$ cat config.mk
export PLATFORM = sky130hd
export DESIGN_NAME = sac_ctrl
export DESIGN_NICKNAME = d
export VERILOG_FILES = /design/src/logic/sac_pkg.sv /design/src/logic/sac_tmr_if.sv /design/src/logic/sac_ctrl.sv /design/src/logic/sac_cycle_timer.sv /design/src/logic/sac_sync3.sv
export VERILOG_INCLUDE_DIRS = /design/src /design/src/logic
export SDC_FILE = /design/constraint.sdc
export NUM_CORES = 1
export LEC_CHECK = 0
export BUFFER_PORTS_ARGS = -buffer_cell sky130_fd_sc_hd__buf_2
export CAP_MARGIN = 20
export CORE_MARGIN = 5
export CORE_UTILIZATION = 30
export DETAILED_ROUTE_END_ITERATION = 7
export PLACE_DENSITY = 0.51
export SYNTH_ARGS = -nofsm -noshare
export SYNTH_HDL_FRONTEND = slang
export SYNTH_SLANG_ARGS = --single-unit
$ cat constraint.sdc
create_clock -name i_clk -period 4.7 [get_ports i_clk]
set_input_delay 0.705 -clock i_clk [delete_from_list [all_inputs] [get_ports i_clk]]
set_output_delay 0.705 -clock i_clk [all_outputs]
set_load 0.02 [all_outputs]
$ cat src/logic/sac_consts.svh
// Constants for the compare converter control block
`ifndef SAC_CONSTS_SVH
`define SAC_CONSTS_SVH

`define SAC_CNT_W 5
`define SAC_ADDR_W 7
`define SAC_BUF_W 12
`define SAC_REF_W 8
`define SAC_ADDR_REF 7'h02
`define SAC_REF_RST 8'h00
`define SAC_SAR_FIRST 8'h80
`define SAC_BIT_CMP 0
`define SAC_BIT_ACT 1
`define SAC_BIT_MODE 2
`define SAC_SW_CMP_CYC 5'h03
`define SAC_HW_ACT_CLR_CYC 5'h0f
`define SAC_HW_DONE_CYC 5'h11
`define SAC_HW_LAST_STEP 5'h10
`define SAC_CNT_MAX 5'h1f
`define SAC_STEP_TOP 4'h8

`endif

$ cat src/logic/sac_pkg.sv
// Types shared by the compare converter control modules
`include "sac_consts.svh"

package sac_pkg;

  typedef enum logic [1:0] {
    sac_st_idle,
    sac_st_sw_cmp,
    sac_st_hw_conv
  } sac_state_t;

  typedef struct packed {
    sac_state_t state;
    logic [`SAC_REF_W-1:0] ref_code;
    logic mode;
    logic active;
    logic cmp;
    logic [`SAC_BUF_W-1:0] rd_data;
  } sac_ctl_t;

  typedef struct packed {
    logic [`SAC_CNT_W-1:0] elapsed;
    logic running;
  } sac_tmr_t;

  typedef struct packed {
    logic s1;
    logic s2;
    logic s3;
    logic q;
  } sac_sync_t;

endpackage : sac_pkg

$ cat src/logic/sac_tmr_if.sv
// Instruction-cycle timer link between controller and timer
`include "sac_consts.svh"

interface sac_tmr_if;
  logic start;
  logic stop;
  logic tick;
  logic [`SAC_CNT_W-1:0] elapsed;
  logic running;

  modport ctl (
    output start,
    output stop,
    output tick,
    input elapsed,
    input running
  );

  modport tmr (
    input start,
    input stop,
    input tick,
    output elapsed,
    output running
  );
endinterface : sac_tmr_if

$ cat src/logic/sac_ctrl.sv
// Control of the comparator-based converter: reference/result and mode flags
// ----------------------------------------------------------------------------
// Notes on behaviour
// RQ1: Mode bit written zero aborts conversion
// RQ2: Mode bit written one starts hardware conversion
// RQ3: Software mode: store to reference starts compare
// RQ4: Eight-bit reference register at address 02H
// RQ5: Software mode: reference selects compare level
// RQ6: Hardware mode: reading reference returns result
// RQ7: Code zero gives zero, else (x-0.5)/256
// RQ8: CE reset, clock stop clear only hardware
// RQ9: Software compare flag valid three cycles later
// RQ10: Hardware start sets active flag
// RQ11: Hardware result final seventeen cycles after start
// RQ12: Active flag clears fifteen cycles after start
// RQ13: Software polls active flag before reading result
// RQ14: Mode register: compare b0, active b1, mode b2
// RQ15: Compare flag reports input above level
// RQ16: Hardware steps reference without software help
// RQ17: Bits decided most significant first
// RQ18: Low two nibbles carry data, third ignored
// ----------------------------------------------------------------------------
`include "sac_consts.svh"

module sac_ctrl
  import sac_pkg::*;
(
  input wire logic i_clk,
  input wire logic i_nrst,
  input wire logic i_instr_cycle,
  input wire logic [`SAC_ADDR_W-1:0] i_periph_addr,
  input wire logic i_buffer_store_instruction,
  input wire logic i_buffer_load_instruction,
  input wire logic [`SAC_BUF_W-1:0] i_transfer_buffer,
  output logic [`SAC_BUF_W-1:0] o_transfer_buffer,
  input wire logic i_mode_wr,
  input wire logic i_mode_wdata,
  output logic [3:0] o_conv_mode_select,
  input wire logic i_ce_reset,
  input wire logic i_clock_stop,
  input wire logic i_analog_input_above,
  output logic [`SAC_REF_W-1:0] o_compare_level
);

  // --------------------------------------------------------------------------
  // Submodules
  // --------------------------------------------------------------------------
  sac_tmr_if tmr_if ();

  sac_cycle_timer u_timer (
    .i_clk(i_clk),
    .i_nrst(i_nrst),
    .tmr(tmr_if.tmr)
  );

  logic above;

  sac_sync3 u_sync (
    .i_clk(i_clk),
    .i_nrst(i_nrst),
    .i_async(i_analog_input_above),
    .o_level(above)
  );

  // --------------------------------------------------------------------------
  // Control state
  // --------------------------------------------------------------------------
  sac_ctl_t ctl_r;
  sac_ctl_t ctl_nxt;
  logic tmr_start;
  logic tmr_stop;
  logic ref_sel;
  logic [`SAC_CNT_W-1:0] next_cnt;
  logic [3:0] step;
  logic [2:0] bit_idx;

  assign ref_sel = (i_periph_addr == `SAC_ADDR_REF); // see RQ4
  assign next_cnt = tmr_if.elapsed + 5'h01;
  assign step = next_cnt[4:1];
  assign bit_idx = 3'(`SAC_STEP_TOP - step);

  always_comb begin
    ctl_nxt = ctl_r;
    tmr_start = 1'b0;
    tmr_stop = 1'b0;
    if (i_ce_reset || i_clock_stop) begin
      // Result in hardware mode is meaningless after a stop, so drop it
      ctl_nxt.state = sac_st_idle;
      ctl_nxt.active = 1'b0;
      tmr_stop = 1'b1;
      if (ctl_r.mode) begin
        ctl_nxt.ref_code = `SAC_REF_RST; // see RQ8
      end
      if (i_ce_reset) begin
        ctl_nxt.cmp = 1'b0;
      end
    end else if (i_mode_wr) begin
      ctl_nxt.mode = i_mode_wdata;
      if (i_mode_wdata) begin
        ctl_nxt.state = sac_st_hw_conv; // see RQ2
        ctl_nxt.active = 1'b1; // see RQ10
        ctl_nxt.ref_code = `SAC_SAR_FIRST; // see RQ17
        tmr_start = 1'b1;
      end else begin
        ctl_nxt.state = sac_st_idle; // see RQ1
        ctl_nxt.active = 1'b0;
        tmr_stop = 1'b1;
      end
    end else begin
      case (ctl_r.state)
        sac_st_sw_cmp: begin
          if (i_instr_cycle && next_cnt == `SAC_SW_CMP_CYC) begin
            ctl_nxt.cmp = above; // see RQ9
            ctl_nxt.state = sac_st_idle;
            tmr_stop = 1'b1;
          end
        end
        sac_st_hw_conv: begin
          if (i_instr_cycle) begin
            if (next_cnt == `SAC_HW_ACT_CLR_CYC) begin
              // Two cycles early so the poll loop sees the end in time
              ctl_nxt.active = 1'b0; // see RQ12
            end
            if (!next_cnt[0] && next_cnt <= `SAC_HW_LAST_STEP && step != 4'h0) begin
              if (!above) begin
                ctl_nxt.ref_code[bit_idx] = 1'b0; // see RQ17
              end
              if (bit_idx != 3'h0) begin
                ctl_nxt.ref_code[bit_idx-3'h1] = 1'b1; // see RQ16
              end
            end
            if (next_cnt == `SAC_HW_DONE_CYC) begin
              ctl_nxt.state = sac_st_idle; // see RQ11
              tmr_stop = 1'b1;
            end
          end
        end
        default: begin
          ctl_nxt.state = sac_st_idle;
        end
      endcase
      if (i_buffer_store_instruction && ref_sel) begin
        if (!ctl_r.mode) begin
          // Third nibble is don't care on stores
          ctl_nxt.ref_code = i_transfer_buffer[`SAC_REF_W-1:0]; // see RQ18
          ctl_nxt.state = sac_st_sw_cmp; // see RQ3
          tmr_start = 1'b1;
        end else if (ctl_r.state != sac_st_hw_conv) begin
          ctl_nxt.ref_code = i_transfer_buffer[`SAC_REF_W-1:0];
        end
      end
    end
    if (i_buffer_load_instruction && ref_sel) begin
      ctl_nxt.rd_data = {4'h0, ctl_r.ref_code}; // see RQ6
    end
  end

  always_ff @(posedge i_clk) begin
    if (!i_nrst) begin
      ctl_r <= '0; // see RQ8
    end else begin
      ctl_r <= ctl_nxt;
    end
  end

  assign tmr_if.start = tmr_start;
  assign tmr_if.stop = tmr_stop;
  assign tmr_if.tick = i_instr_cycle;

  // --------------------------------------------------------------------------
  // Outputs
  // --------------------------------------------------------------------------
  assign o_transfer_buffer = ctl_r.rd_data;
  // Tap code for the resistor string; level is (code-0.5)/256 of supply, zero for code 0
  assign o_compare_level = ctl_r.ref_code; // see RQ5 see RQ7
  always_comb begin
    o_conv_mode_select = 4'h0;
    o_conv_mode_select[`SAC_BIT_CMP] = ctl_r.cmp; // see RQ14 see RQ15
    o_conv_mode_select[`SAC_BIT_ACT] = ctl_r.active;
    o_conv_mode_select[`SAC_BIT_MODE] = ctl_r.mode;
  end

  // --------------------------------------------------------------------------
  // Checks
  // --------------------------------------------------------------------------
  logic quiet;
  assign quiet = !(i_mode_wr || i_ce_reset || i_clock_stop);

  property p_abort;
    @(posedge i_clk) disable iff (!i_nrst)
    (i_mode_wr && !i_mode_wdata && !i_ce_reset && !i_clock_stop)
      |=> (!o_conv_mode_select[1] && ctl_r.state == sac_st_idle);
  endproperty
  a_abort: assert property (p_abort) else $error("abort did not stop conversion"); // see RQ1

  property p_hw_start;
    @(posedge i_clk) disable iff (!i_nrst)
    (i_mode_wr && i_mode_wdata && !i_ce_reset && !i_clock_stop)
      |=> (o_conv_mode_select[1] && o_conv_mode_select[2] && o_compare_level == `SAC_SAR_FIRST);
  endproperty
  a_hw_start: assert property (p_hw_start) else $error("hardware start wrong"); // see RQ10

  property p_sw_store;
    @(posedge i_clk) disable iff (!i_nrst)
    (quiet && i_buffer_store_instruction && ref_sel && !ctl_r.mode)
      |=> (ctl_r.state == sac_st_sw_cmp && o_compare_level == $past(i_transfer_buffer[7:0]));
  endproperty
  a_sw_store: assert property (p_sw_store) else $error("store did not start compare"); // see RQ3

  property p_read;
    @(posedge i_clk) disable iff (!i_nrst)
    (i_buffer_load_instruction && ref_sel)
      |=> (o_transfer_buffer == {4'h0, $past(ctl_r.ref_code)});
  endproperty
  a_read: assert property (p_read) else $error("read data mismatch"); // see RQ6

  property p_sw_three;
    @(posedge i_clk) disable iff (!i_nrst)
    (quiet && !i_buffer_store_instruction && ctl_r.state == sac_st_sw_cmp
      && i_instr_cycle && tmr_if.elapsed == (`SAC_SW_CMP_CYC - 5'h01))
      |=> (ctl_r.state == sac_st_idle && o_conv_mode_select[0] == $past(above));
  endproperty
  a_sw_three: assert property (p_sw_three) else $error("compare flag not latched at three"); // see RQ9

  property p_act_clr;
    @(posedge i_clk) disable iff (!i_nrst)
    (quiet && ctl_r.state == sac_st_hw_conv && i_instr_cycle && tmr_if.elapsed == (`SAC_HW_ACT_CLR_CYC - 5'h01))
      |=> (!o_conv_mode_select[1] && ctl_r.state == sac_st_hw_conv);
  endproperty
  a_act_clr: assert property (p_act_clr) else $error("active flag not cleared at fifteen"); // see RQ12

  property p_done;
    @(posedge i_clk) disable iff (!i_nrst)
    (quiet && ctl_r.state == sac_st_hw_conv && i_instr_cycle && tmr_if.elapsed == (`SAC_HW_DONE_CYC - 5'h01))
      |=> (ctl_r.state == sac_st_idle && $stable(o_compare_level));
  endproperty
  a_done: assert property (p_done) else $error("conversion not done at seventeen"); // see RQ11

  property p_ce_hw;
    @(posedge i_clk) disable iff (!i_nrst)
    ((i_ce_reset || i_clock_stop) && ctl_r.mode) |=> (o_compare_level == `SAC_REF_RST);
  endproperty
  a_ce_hw: assert property (p_ce_hw) else $error("hardware result not cleared"); // see RQ8

  property p_ce_sw;
    @(posedge i_clk) disable iff (!i_nrst)
    ((i_ce_reset || i_clock_stop) && !ctl_r.mode) |=> $stable(o_compare_level);
  endproperty
  a_ce_sw: assert property (p_ce_sw) else $error("software reference lost"); // see RQ8

  property p_hw_hold;
    @(posedge i_clk) disable iff (!i_nrst)
    (quiet && ctl_r.state == sac_st_hw_conv && !i_instr_cycle) |=> $stable(o_compare_level);
  endproperty
  a_hw_hold: assert property (p_hw_hold) else $error("reference moved off a cycle"); // see RQ16

  property p_ce_flags;
    @(posedge i_clk) disable iff (!i_nrst)
    i_ce_reset
      |=> (!o_conv_mode_select[`SAC_BIT_CMP] && !o_conv_mode_select[`SAC_BIT_ACT]);
  endproperty
  a_ce_flags: assert property (p_ce_flags) else $error("CE reset left a flag set"); // see RQ8

  property p_stop_flags;
    @(posedge i_clk) disable iff (!i_nrst)
    (i_clock_stop && !i_ce_reset)
      |=> ($stable(o_conv_mode_select[`SAC_BIT_CMP]) && !o_conv_mode_select[`SAC_BIT_ACT]);
  endproperty
  a_stop_flags: assert property (p_stop_flags) else $error("clock stop flags wrong"); // see RQ8

  property p_mode_keep;
    @(posedge i_clk) disable iff (!i_nrst)
    (i_ce_reset || i_clock_stop) |=> $stable(o_conv_mode_select[`SAC_BIT_MODE]);
  endproperty
  a_mode_keep: assert property (p_mode_keep) else $error("mode bit lost on stop"); // see RQ14

  property p_other_addr;
    @(posedge i_clk) disable iff (!i_nrst)
    (quiet && i_buffer_store_instruction && !ref_sel && ctl_r.state != sac_st_hw_conv)
      |=> $stable(o_compare_level);
  endproperty
  a_other_addr: assert property (p_other_addr) else $error("store to other address landed"); // see RQ4

  property p_load_hold;
    @(posedge i_clk) disable iff (!i_nrst)
    !(i_buffer_load_instruction && ref_sel) |=> $stable(o_transfer_buffer);
  endproperty
  a_load_hold: assert property (p_load_hold) else $error("read data moved without a load"); // see RQ6

  property p_sar_msb;
    @(posedge i_clk) disable iff (!i_nrst)
    (quiet && ctl_r.state == sac_st_hw_conv && i_instr_cycle && !next_cnt[0] && step == 4'h1)
      |=> (o_compare_level[`SAC_REF_W-1] == $past(above) && o_compare_level[`SAC_REF_W-2]);
  endproperty
  a_sar_msb: assert property (p_sar_msb) else $error("top bit decision wrong"); // see RQ17

  property p_sar_lsb;
    @(posedge i_clk) disable iff (!i_nrst)
    (quiet && ctl_r.state == sac_st_hw_conv && i_instr_cycle && next_cnt == `SAC_HW_LAST_STEP)
      |=> (o_compare_level[0] == $past(above));
  endproperty
  a_sar_lsb: assert property (p_sar_lsb) else $error("last bit decision wrong"); // see RQ17

  property p_act_mode;
    @(posedge i_clk) disable iff (!i_nrst)
    o_conv_mode_select[`SAC_BIT_ACT] |-> o_conv_mode_select[`SAC_BIT_MODE];
  endproperty
  a_act_mode: assert property (p_act_mode) else $error("active flag outside hardware mode"); // see RQ10

endmodule : sac_ctrl

$ cat src/logic/sac_cycle_timer.sv
// Counter of instruction cycles since a conversion start
`include "sac_consts.svh"

module sac_cycle_timer
  import sac_pkg::*;
(
  input wire logic i_clk,
  input wire logic i_nrst,
  sac_tmr_if.tmr tmr
);

  sac_tmr_t tmr_r;
  sac_tmr_t tmr_nxt;

  // Start beats stop so a fresh start can restart a running count
  always_comb begin
    tmr_nxt = tmr_r;
    if (tmr.start) begin
      tmr_nxt.running = 1'b1;
      tmr_nxt.elapsed = '0;
    end else if (tmr.stop) begin
      tmr_nxt.running = 1'b0;
      tmr_nxt.elapsed = '0;
    end else if (tmr_r.running && tmr.tick && tmr_r.elapsed != `SAC_CNT_MAX) begin
      tmr_nxt.elapsed = tmr_r.elapsed + 5'h01;
    end
  end

  always_ff @(posedge i_clk) begin
    if (!i_nrst) begin
      tmr_r <= '0;
    end else begin
      tmr_r <= tmr_nxt;
    end
  end

  assign tmr.elapsed = tmr_r.elapsed;
  assign tmr.running = tmr_r.running;

endmodule : sac_cycle_timer

$ cat src/logic/sac_sync3.sv
// Three-stage synchroniser for the comparator level
`include "sac_consts.svh"

module sac_sync3
  import sac_pkg::*;
(
  input wire logic i_clk,
  input wire logic i_nrst,
  input wire logic i_async,
  output logic o_level
);

  sac_sync_t sync_r;
  sac_sync_t sync_nxt;

  // First stage feeds only the second; change accepted once s2 and s3 agree
  always_comb begin
    sync_nxt = sync_r;
    sync_nxt.s1 = i_async;
    sync_nxt.s2 = sync_r.s1;
    sync_nxt.s3 = sync_r.s2;
    if (sync_r.s2 == sync_r.s3) begin
      sync_nxt.q = sync_r.s3;
    end
  end

  always_ff @(posedge i_clk) begin
    if (!i_nrst) begin
      sync_r <= '0;
    end else begin
      sync_r <= sync_nxt;
    end
  end

  assign o_level = sync_r.q;

endmodule : sac_sync3

Word-level counts from Yosys, hierarchy flattened
Index checks and enable logic that the tools add are counted.

storage, ports and cells
  flip-flop bits (word level) = 31
  output and inout bits = 24
  logic and storage cells = 112

cells by class
  add/subtract/negate cells = 3
  magnitude comparators = 5
  equality and inequality tests = 13
  multiplexer cells = 49
  bitwise gates (word level) = 5
  reductions and logical operators = 25

operator list
  cell                   count
  $mux W8                14
  $mux W10               3
  $mux W1                24
  $reduce_bool A2 Y1     6
  $logic_and A1 B1 Y1    9
  $and A8 B8 Y8          1
  $lt A3 B4 Y1 const B   2
  $mux W2                4
  $not A8 Y8             1
  $or A8 B8 Y8           1
  $eq A7 B2 Y1 const B   1
  $demux W1 S3           2
  $ge A3 B1 Y1 const B   2
  $ne A2 B2 Y1 const B   3
  $add A5 B1 Y5 const B  1
  $eq A5 B2 Y1 const B   1
  $eq A5 B4 Y1 const B   1
  $eq A5 B5 Y1 const B   1
  $le A5 B5 Y1 const B   1
  $ne A5 B5 Y1 const B   1
  $pmux W2 S2            1
  $reduce_and A2 Y1      2
  $reduce_and A4 Y1      1
  $reduce_bool A4 Y1     1
  other kinds (15)       16

Depth between registers and ports, before layout
  word-level depth = 24
  depth in mapped cells = 9
  mapped depth without buffers = 9

By module
Synthesis repeated with hierarchy kept, for this count alone.

unflattened totals
  cells, all modules = 264
  area total of the unflattened synthesis = 2245.9 sq um

modules (own cells, without submodules)
  module           times used  cells each  area each (sq um)  seq. area each (sq um)
  sac_ctrl         1           227         1854.3             420.4
  sac_cycle_timer  1           27          275.3              120.1
  sac_sync3        1           10          116.4              80.1

Worst setup path before layout
OpenSTA, ideal clock, no wires.

  kind = register to register
  from = register u_timer.tmr_r (netlist bit u_timer.tmr.elapsed[1])
  to = register ctl_r (netlist bit o_compare_level[6])
  data arrival time = 2395 ps
  data required time = 4609 ps
  setup slack = 2214 ps
  stages on the path, launching flop included = 10
  period minus slack after synthesis = 2486 ps
  path through = dfxtp_1 > ha_1 > clkbuf_1 > xnor2_1 > ha_1 > xnor2_1 > xnor2_1 > a221oi_1 > nand3_1 > a311oi_1

on the way
  word-level cells in the longest chain between the ends = 24
  elaborated cells between the ends (all ways) = 36

RTL lines
  what                                                                line                   source
  from (decl)                                                         sac_cycle_timer.sv:12  sac_tmr_t tmr_r;
  from (signal assigned)                                              sac_cycle_timer.sv:33  tmr_r <= tmr_nxt;
  $add A5 B1 Y5 (*)                                                   sac_ctrl.sv:78         assign next_cnt = tmr_if.elapsed + 5'h01;
  $sub A1 B3 Y3 (no source line)                                      n/a
  $lt A3 B4 Y1 (implied by the code) or $ge A3 B1 Y1 (tied branches)  sac_ctrl.sv:126        ctl_nxt.ref_code[bit_idx] = 1'b0;
  $logic_and A1 B1 Y1 (implied by the code)                           sac_ctrl.sv:126
  $mux W1 (implied by the code)                                       sac_ctrl.sv:126
  $demux W1 S3                                                        sac_ctrl.sv:126
  $not A8 Y8 (no source line)                                         n/a
  $and A8 B8 Y8 (no source line)                                      n/a
  (+8 left out)                                                       n/a
  $mux W8 (*)                                                         sac_ctrl.sv:124        if (!next_cnt[0] && next_cnt <= `SAC_HW_LAST_STEP && step != 4'h0) begin
  $mux W10 (*)                                                        sac_ctrl.sv:119        if (i_instr_cycle) begin
  $mux W8 (*)                                                         sac_ctrl.sv:110        case (ctl_r.state)
  $mux W8                                                             sac_ctrl.sv:148        end else if (ctl_r.state != sac_st_hw_conv) begin
  $mux W8                                                             sac_ctrl.sv:143        if (!ctl_r.mode) begin
  $mux W10 (*)                                                        sac_ctrl.sv:142        if (i_buffer_store_instruction && ref_sel) begin
  $mux W10 (*)                                                        sac_ctrl.sv:97         end else if (i_mode_wr) begin
  $mux W8 (*)                                                         sac_ctrl.sv:86         if (i_ce_reset || i_clock_stop) begin
  to (signal assigned)                                                sac_ctrl.sv:162        ctl_r <= ctl_nxt;
  to (decl)                                                           sac_ctrl.sv:68         sac_ctl_t ctl_r;

Mark *: on every way between the ends. The rest lies on a longest branch, timed or not. The select of a mux whose other input is x is not followed.
A chain may end at the register's enable or synchronous reset.

Final worst setup path
Ends and elaborated chain as after synthesis.

==> qor.csv <==
metric,value,unit
status,finished clean,
cts_sinks,31,
cp.required,4.89,ns
drtAntennaViolNets,0,
postSynthCellCount,255,
cts_tree,built,
r2r-start,u_timer.tmr.elapsed[1],
syn-mean-instance-area,8.38,um2
core_area,6870,um2
critPathCaptureType,flop,
cap_violations,0,
hp-class,reg -> reg,
hold_buffers,0,
synth_edf_count,0,
r2r_slack,1.82,ns
drt-wirelength-per-cell,14.8,um
syn_area,2140,um2
overflow,0,
cp_max_fo,10,
powerDensity,224,nW/um2
slew_headroom,36.7,%
io_buffer_count,43,
synthArstFlopShare,0,%
clkLatencyLatePin,0.28,ns
yosys_most_used_dff,dfxtp_1,
ys_seq_area_share,29.0,%
initial_core_util,31.1,%
drt_iter0_drc,118,
gr-usage-all-layers,12.2,%
worst_clock_skew,0.00562,ns
slew_viol_final,0,
place_ws,1.89,ns
synth_compound_gate_area_share,22.5,%
clk_pin_slew,0.06,ns
fmax,0.348,GHz
fin_crit,2.88,ns
dpl.hpwl,4.24,mm
routed-via-count,1888,
synth.top_cell.area_share,29.0,%
drc,0,
final-hold-violation-count,0,
ir_worst_vdd,0.0000670,V
routed_via_density,5.10,
chipHeight,94.4,um
hold_start,u_sync.sync_nxt[2],
ff2ff_path_depth,8,
grt_max_degree,16,
cts_buffers,5,
gp_routability_congestion,0.911,
timing.final.crit_share,61.2,%
ios,53,
critical_path_class,reg -> reg,
met3_usage,2.87,%
cts_root_buf,clkbuf_8,
finalWirelength,5.49,mm
grt_pass1_wl,8.55,mm
grt_antenna_before_repair,0,
ys_ff_latch,31,
placementRows,30,
grt_use_met2,19.8,%
die_area,8910,um2
synth.area.top_cells,"dfxtp_1 29%, buf_4 8.8%, mux2i_1 5.6%, ha_1 4.7%, nor2_1 3.9%",
synth.area.mux_share,5.62,%
cts_resized,0,
drtPass1Iterations,5,
use_met1,16.0,%
synth_top_family_by_area,compound AO/OA/AOI/OAI gates,
yosys.area_share.simple,20.7,%
yosysWarnings,0,
r2r-end,o_compare_level[6],
crit_path_start_kind,flop,
tightest_slew,0.937,ns
clk_path_buf_depth,2,
die_w,94.4,um
cts_setup_buffers,0,
h-tree-depth,2,
busiest_layer,met2,
grt_setup_unrepaired,no,
finalSetupTns,0,ns
nets,311,
hold_path_depth,1,
cp_data_arrival_time,3.07,ns
holdPathEnd,u_sync.sync_nxt[1],
grt_pass1_vias,1684,
power_leakage,0.965,nW
antenna_cells,0,
synth-adder-area-share,4.68,%
yosysTopAreaCell,dfxtp_1,
fin_ws,1.82,ns
drive_above_1_share,20.4,%
setup_viol,0,
yosys.cell_types.count,57,
synth_xor_xnor_area_share,3.69,%
area_growth,8.84,%
[flip-flops by register name, summed over array words and instances (netlist names)]
register             flops
u_sync.sync_r            1
o_conv_mode_select       3
o_compare_level          8
u_sync.o_level           1
u_timer.tmr.running      1
ctl_r                    2
o_transfer_buffer        8
u_sync.sync_nxt          2
u_timer.tmr.elapsed      5
[metal layers]
layer	vias to the layer above	routed length (um)
li1	940	-
met1	893	2600
met2	49	2540
met3	6	289
met4	0	53
met5	-	0
[critical path, stage by stage, from the launching register on]
cell      delay (ns)
dfxtp_1         0.51
ha_1            0.43
xnor2_1         0.14
ha_1            0.29
xnor2_1         0.27
xnor2_1         0.21
a221oi_1        0.55
nand3_1         0.14
a311oi_1        0.26
[placed cells by master, fill, tap and decap left out, drive strengths merged, types with 3 or more instances in the layout]
cell	synthesis	routed
and2	6	6
nor2	22	22
buf	29	43
o31ai	4	4
o21a	4	4
nand3b	3	3
mux2i	12	12
o22ai	3	3
dfxtp	31	31
a32oi	3	3
xnor2	9	9
and3	3	3
nor2b	3	3
ha	8	8
inv	11	11
nor3	6	6
nand2	13	13
a211oi	3	3
a32o	3	3
clkbuf	6	6
a311oi	4	4
nand3	9	9
or3	3	3
nand4	3	3
conb	1	5
a21oi	12	12
o21ai	10	10
[cell families (layout without fill, tap and decap cells)]
kind of cell | count (synthesis) | in the layout
muxes | 12 | 12
DFF | 31 | 31
and+or+nand+nor | 82 | 82
buffers and inverters | 46 | 61
AOI/OAI and AO/OA | 66 | 66
xor gates and xnor gates | 9 | 9
other | 1 | 5
adders and majority gates | 8 | 8
[through the flow]
stage	power [W]	hold slack (ns)	cell area (um2)	std cells	util, %
after CTS	0.000529	0.439	2330	370	33.9
after detailed placement	0.000314	0.420	2240	363	32.6
final	0.000520	0.435	2330	370	33.9
after global placement	0.000314	0.420	2240	363	32.6
after floorplan	0.000300	0.412	2150	259	-
after global routing	0.000545	0.447	2330	370	33.9
[power by group]
group	switching (W)	internal [W]	total [W]
sequential	0.00000165	0.000265	0.000267
clock	0.0000979	0.000115	0.000213
combinational	0.0000255	0.0000157	0.0000413
[synthesized netlist by cell type, types with 2 or more instances]
cell type  number
nand4_1         3
or3_1           2
inv_1          11
nand3b_1        3
dfxtp_1        31
xnor2_1         9
buf_4          25
and3_1          3
a32o_1          3
o211a_1         2
a31oi_1         2
mux2i_1        12
ha_1            8
nand3_1         9
nor2_1         22
a21oi_1        12
o21ai_0        10
a32oi_1         3
o21a_1          4
a21boi_0        2
nor2b_1         3
buf_6           3
a211oi_1        2
nor3_1          6
o22ai_1         3
a211o_1         2
nand2_1        13
and3b_1         2
a311oi_1        4
o31ai_1         4
o41ai_1         2
and2_1          5
clkbuf_1        6
[how the worst max path moves through the flow]
stage	start	end	slack [ns]	depth (start not counted)
finish	u_timer.tmr.elapsed[1]	o_compare_level[6]	1.82	8
global route	u_timer.tmr.elapsed[1]	o_compare_level[6]	1.56	8
CTS	u_timer.tmr.elapsed[1]	o_compare_level[6]	1.86	8
detailed placement	u_timer.tmr.elapsed[1]	o_compare_level[6]	1.89	8
global placement	u_timer.tmr.elapsed[1]	o_compare_level[6]	1.84	8
floorplan	u_timer.tmr.elapsed[1]	o_compare_level[6]	2.21	9
[layout make-up]
| class | count | area (um2) |
|---|---|---|
| tap | 96 | 120 |
| sequential | 31 | 621 |
| timing repair buffer | 43 | 215 |
| fill | 756 | 4540 |
| clock inverter | 1 | 5.00 |
| inverter | 11 | 41.3 |
| clock buffer | 6 | 82.6 |
| multi-input combinational | 182 | 1240 |
Power figures use the tool's default switching activity.
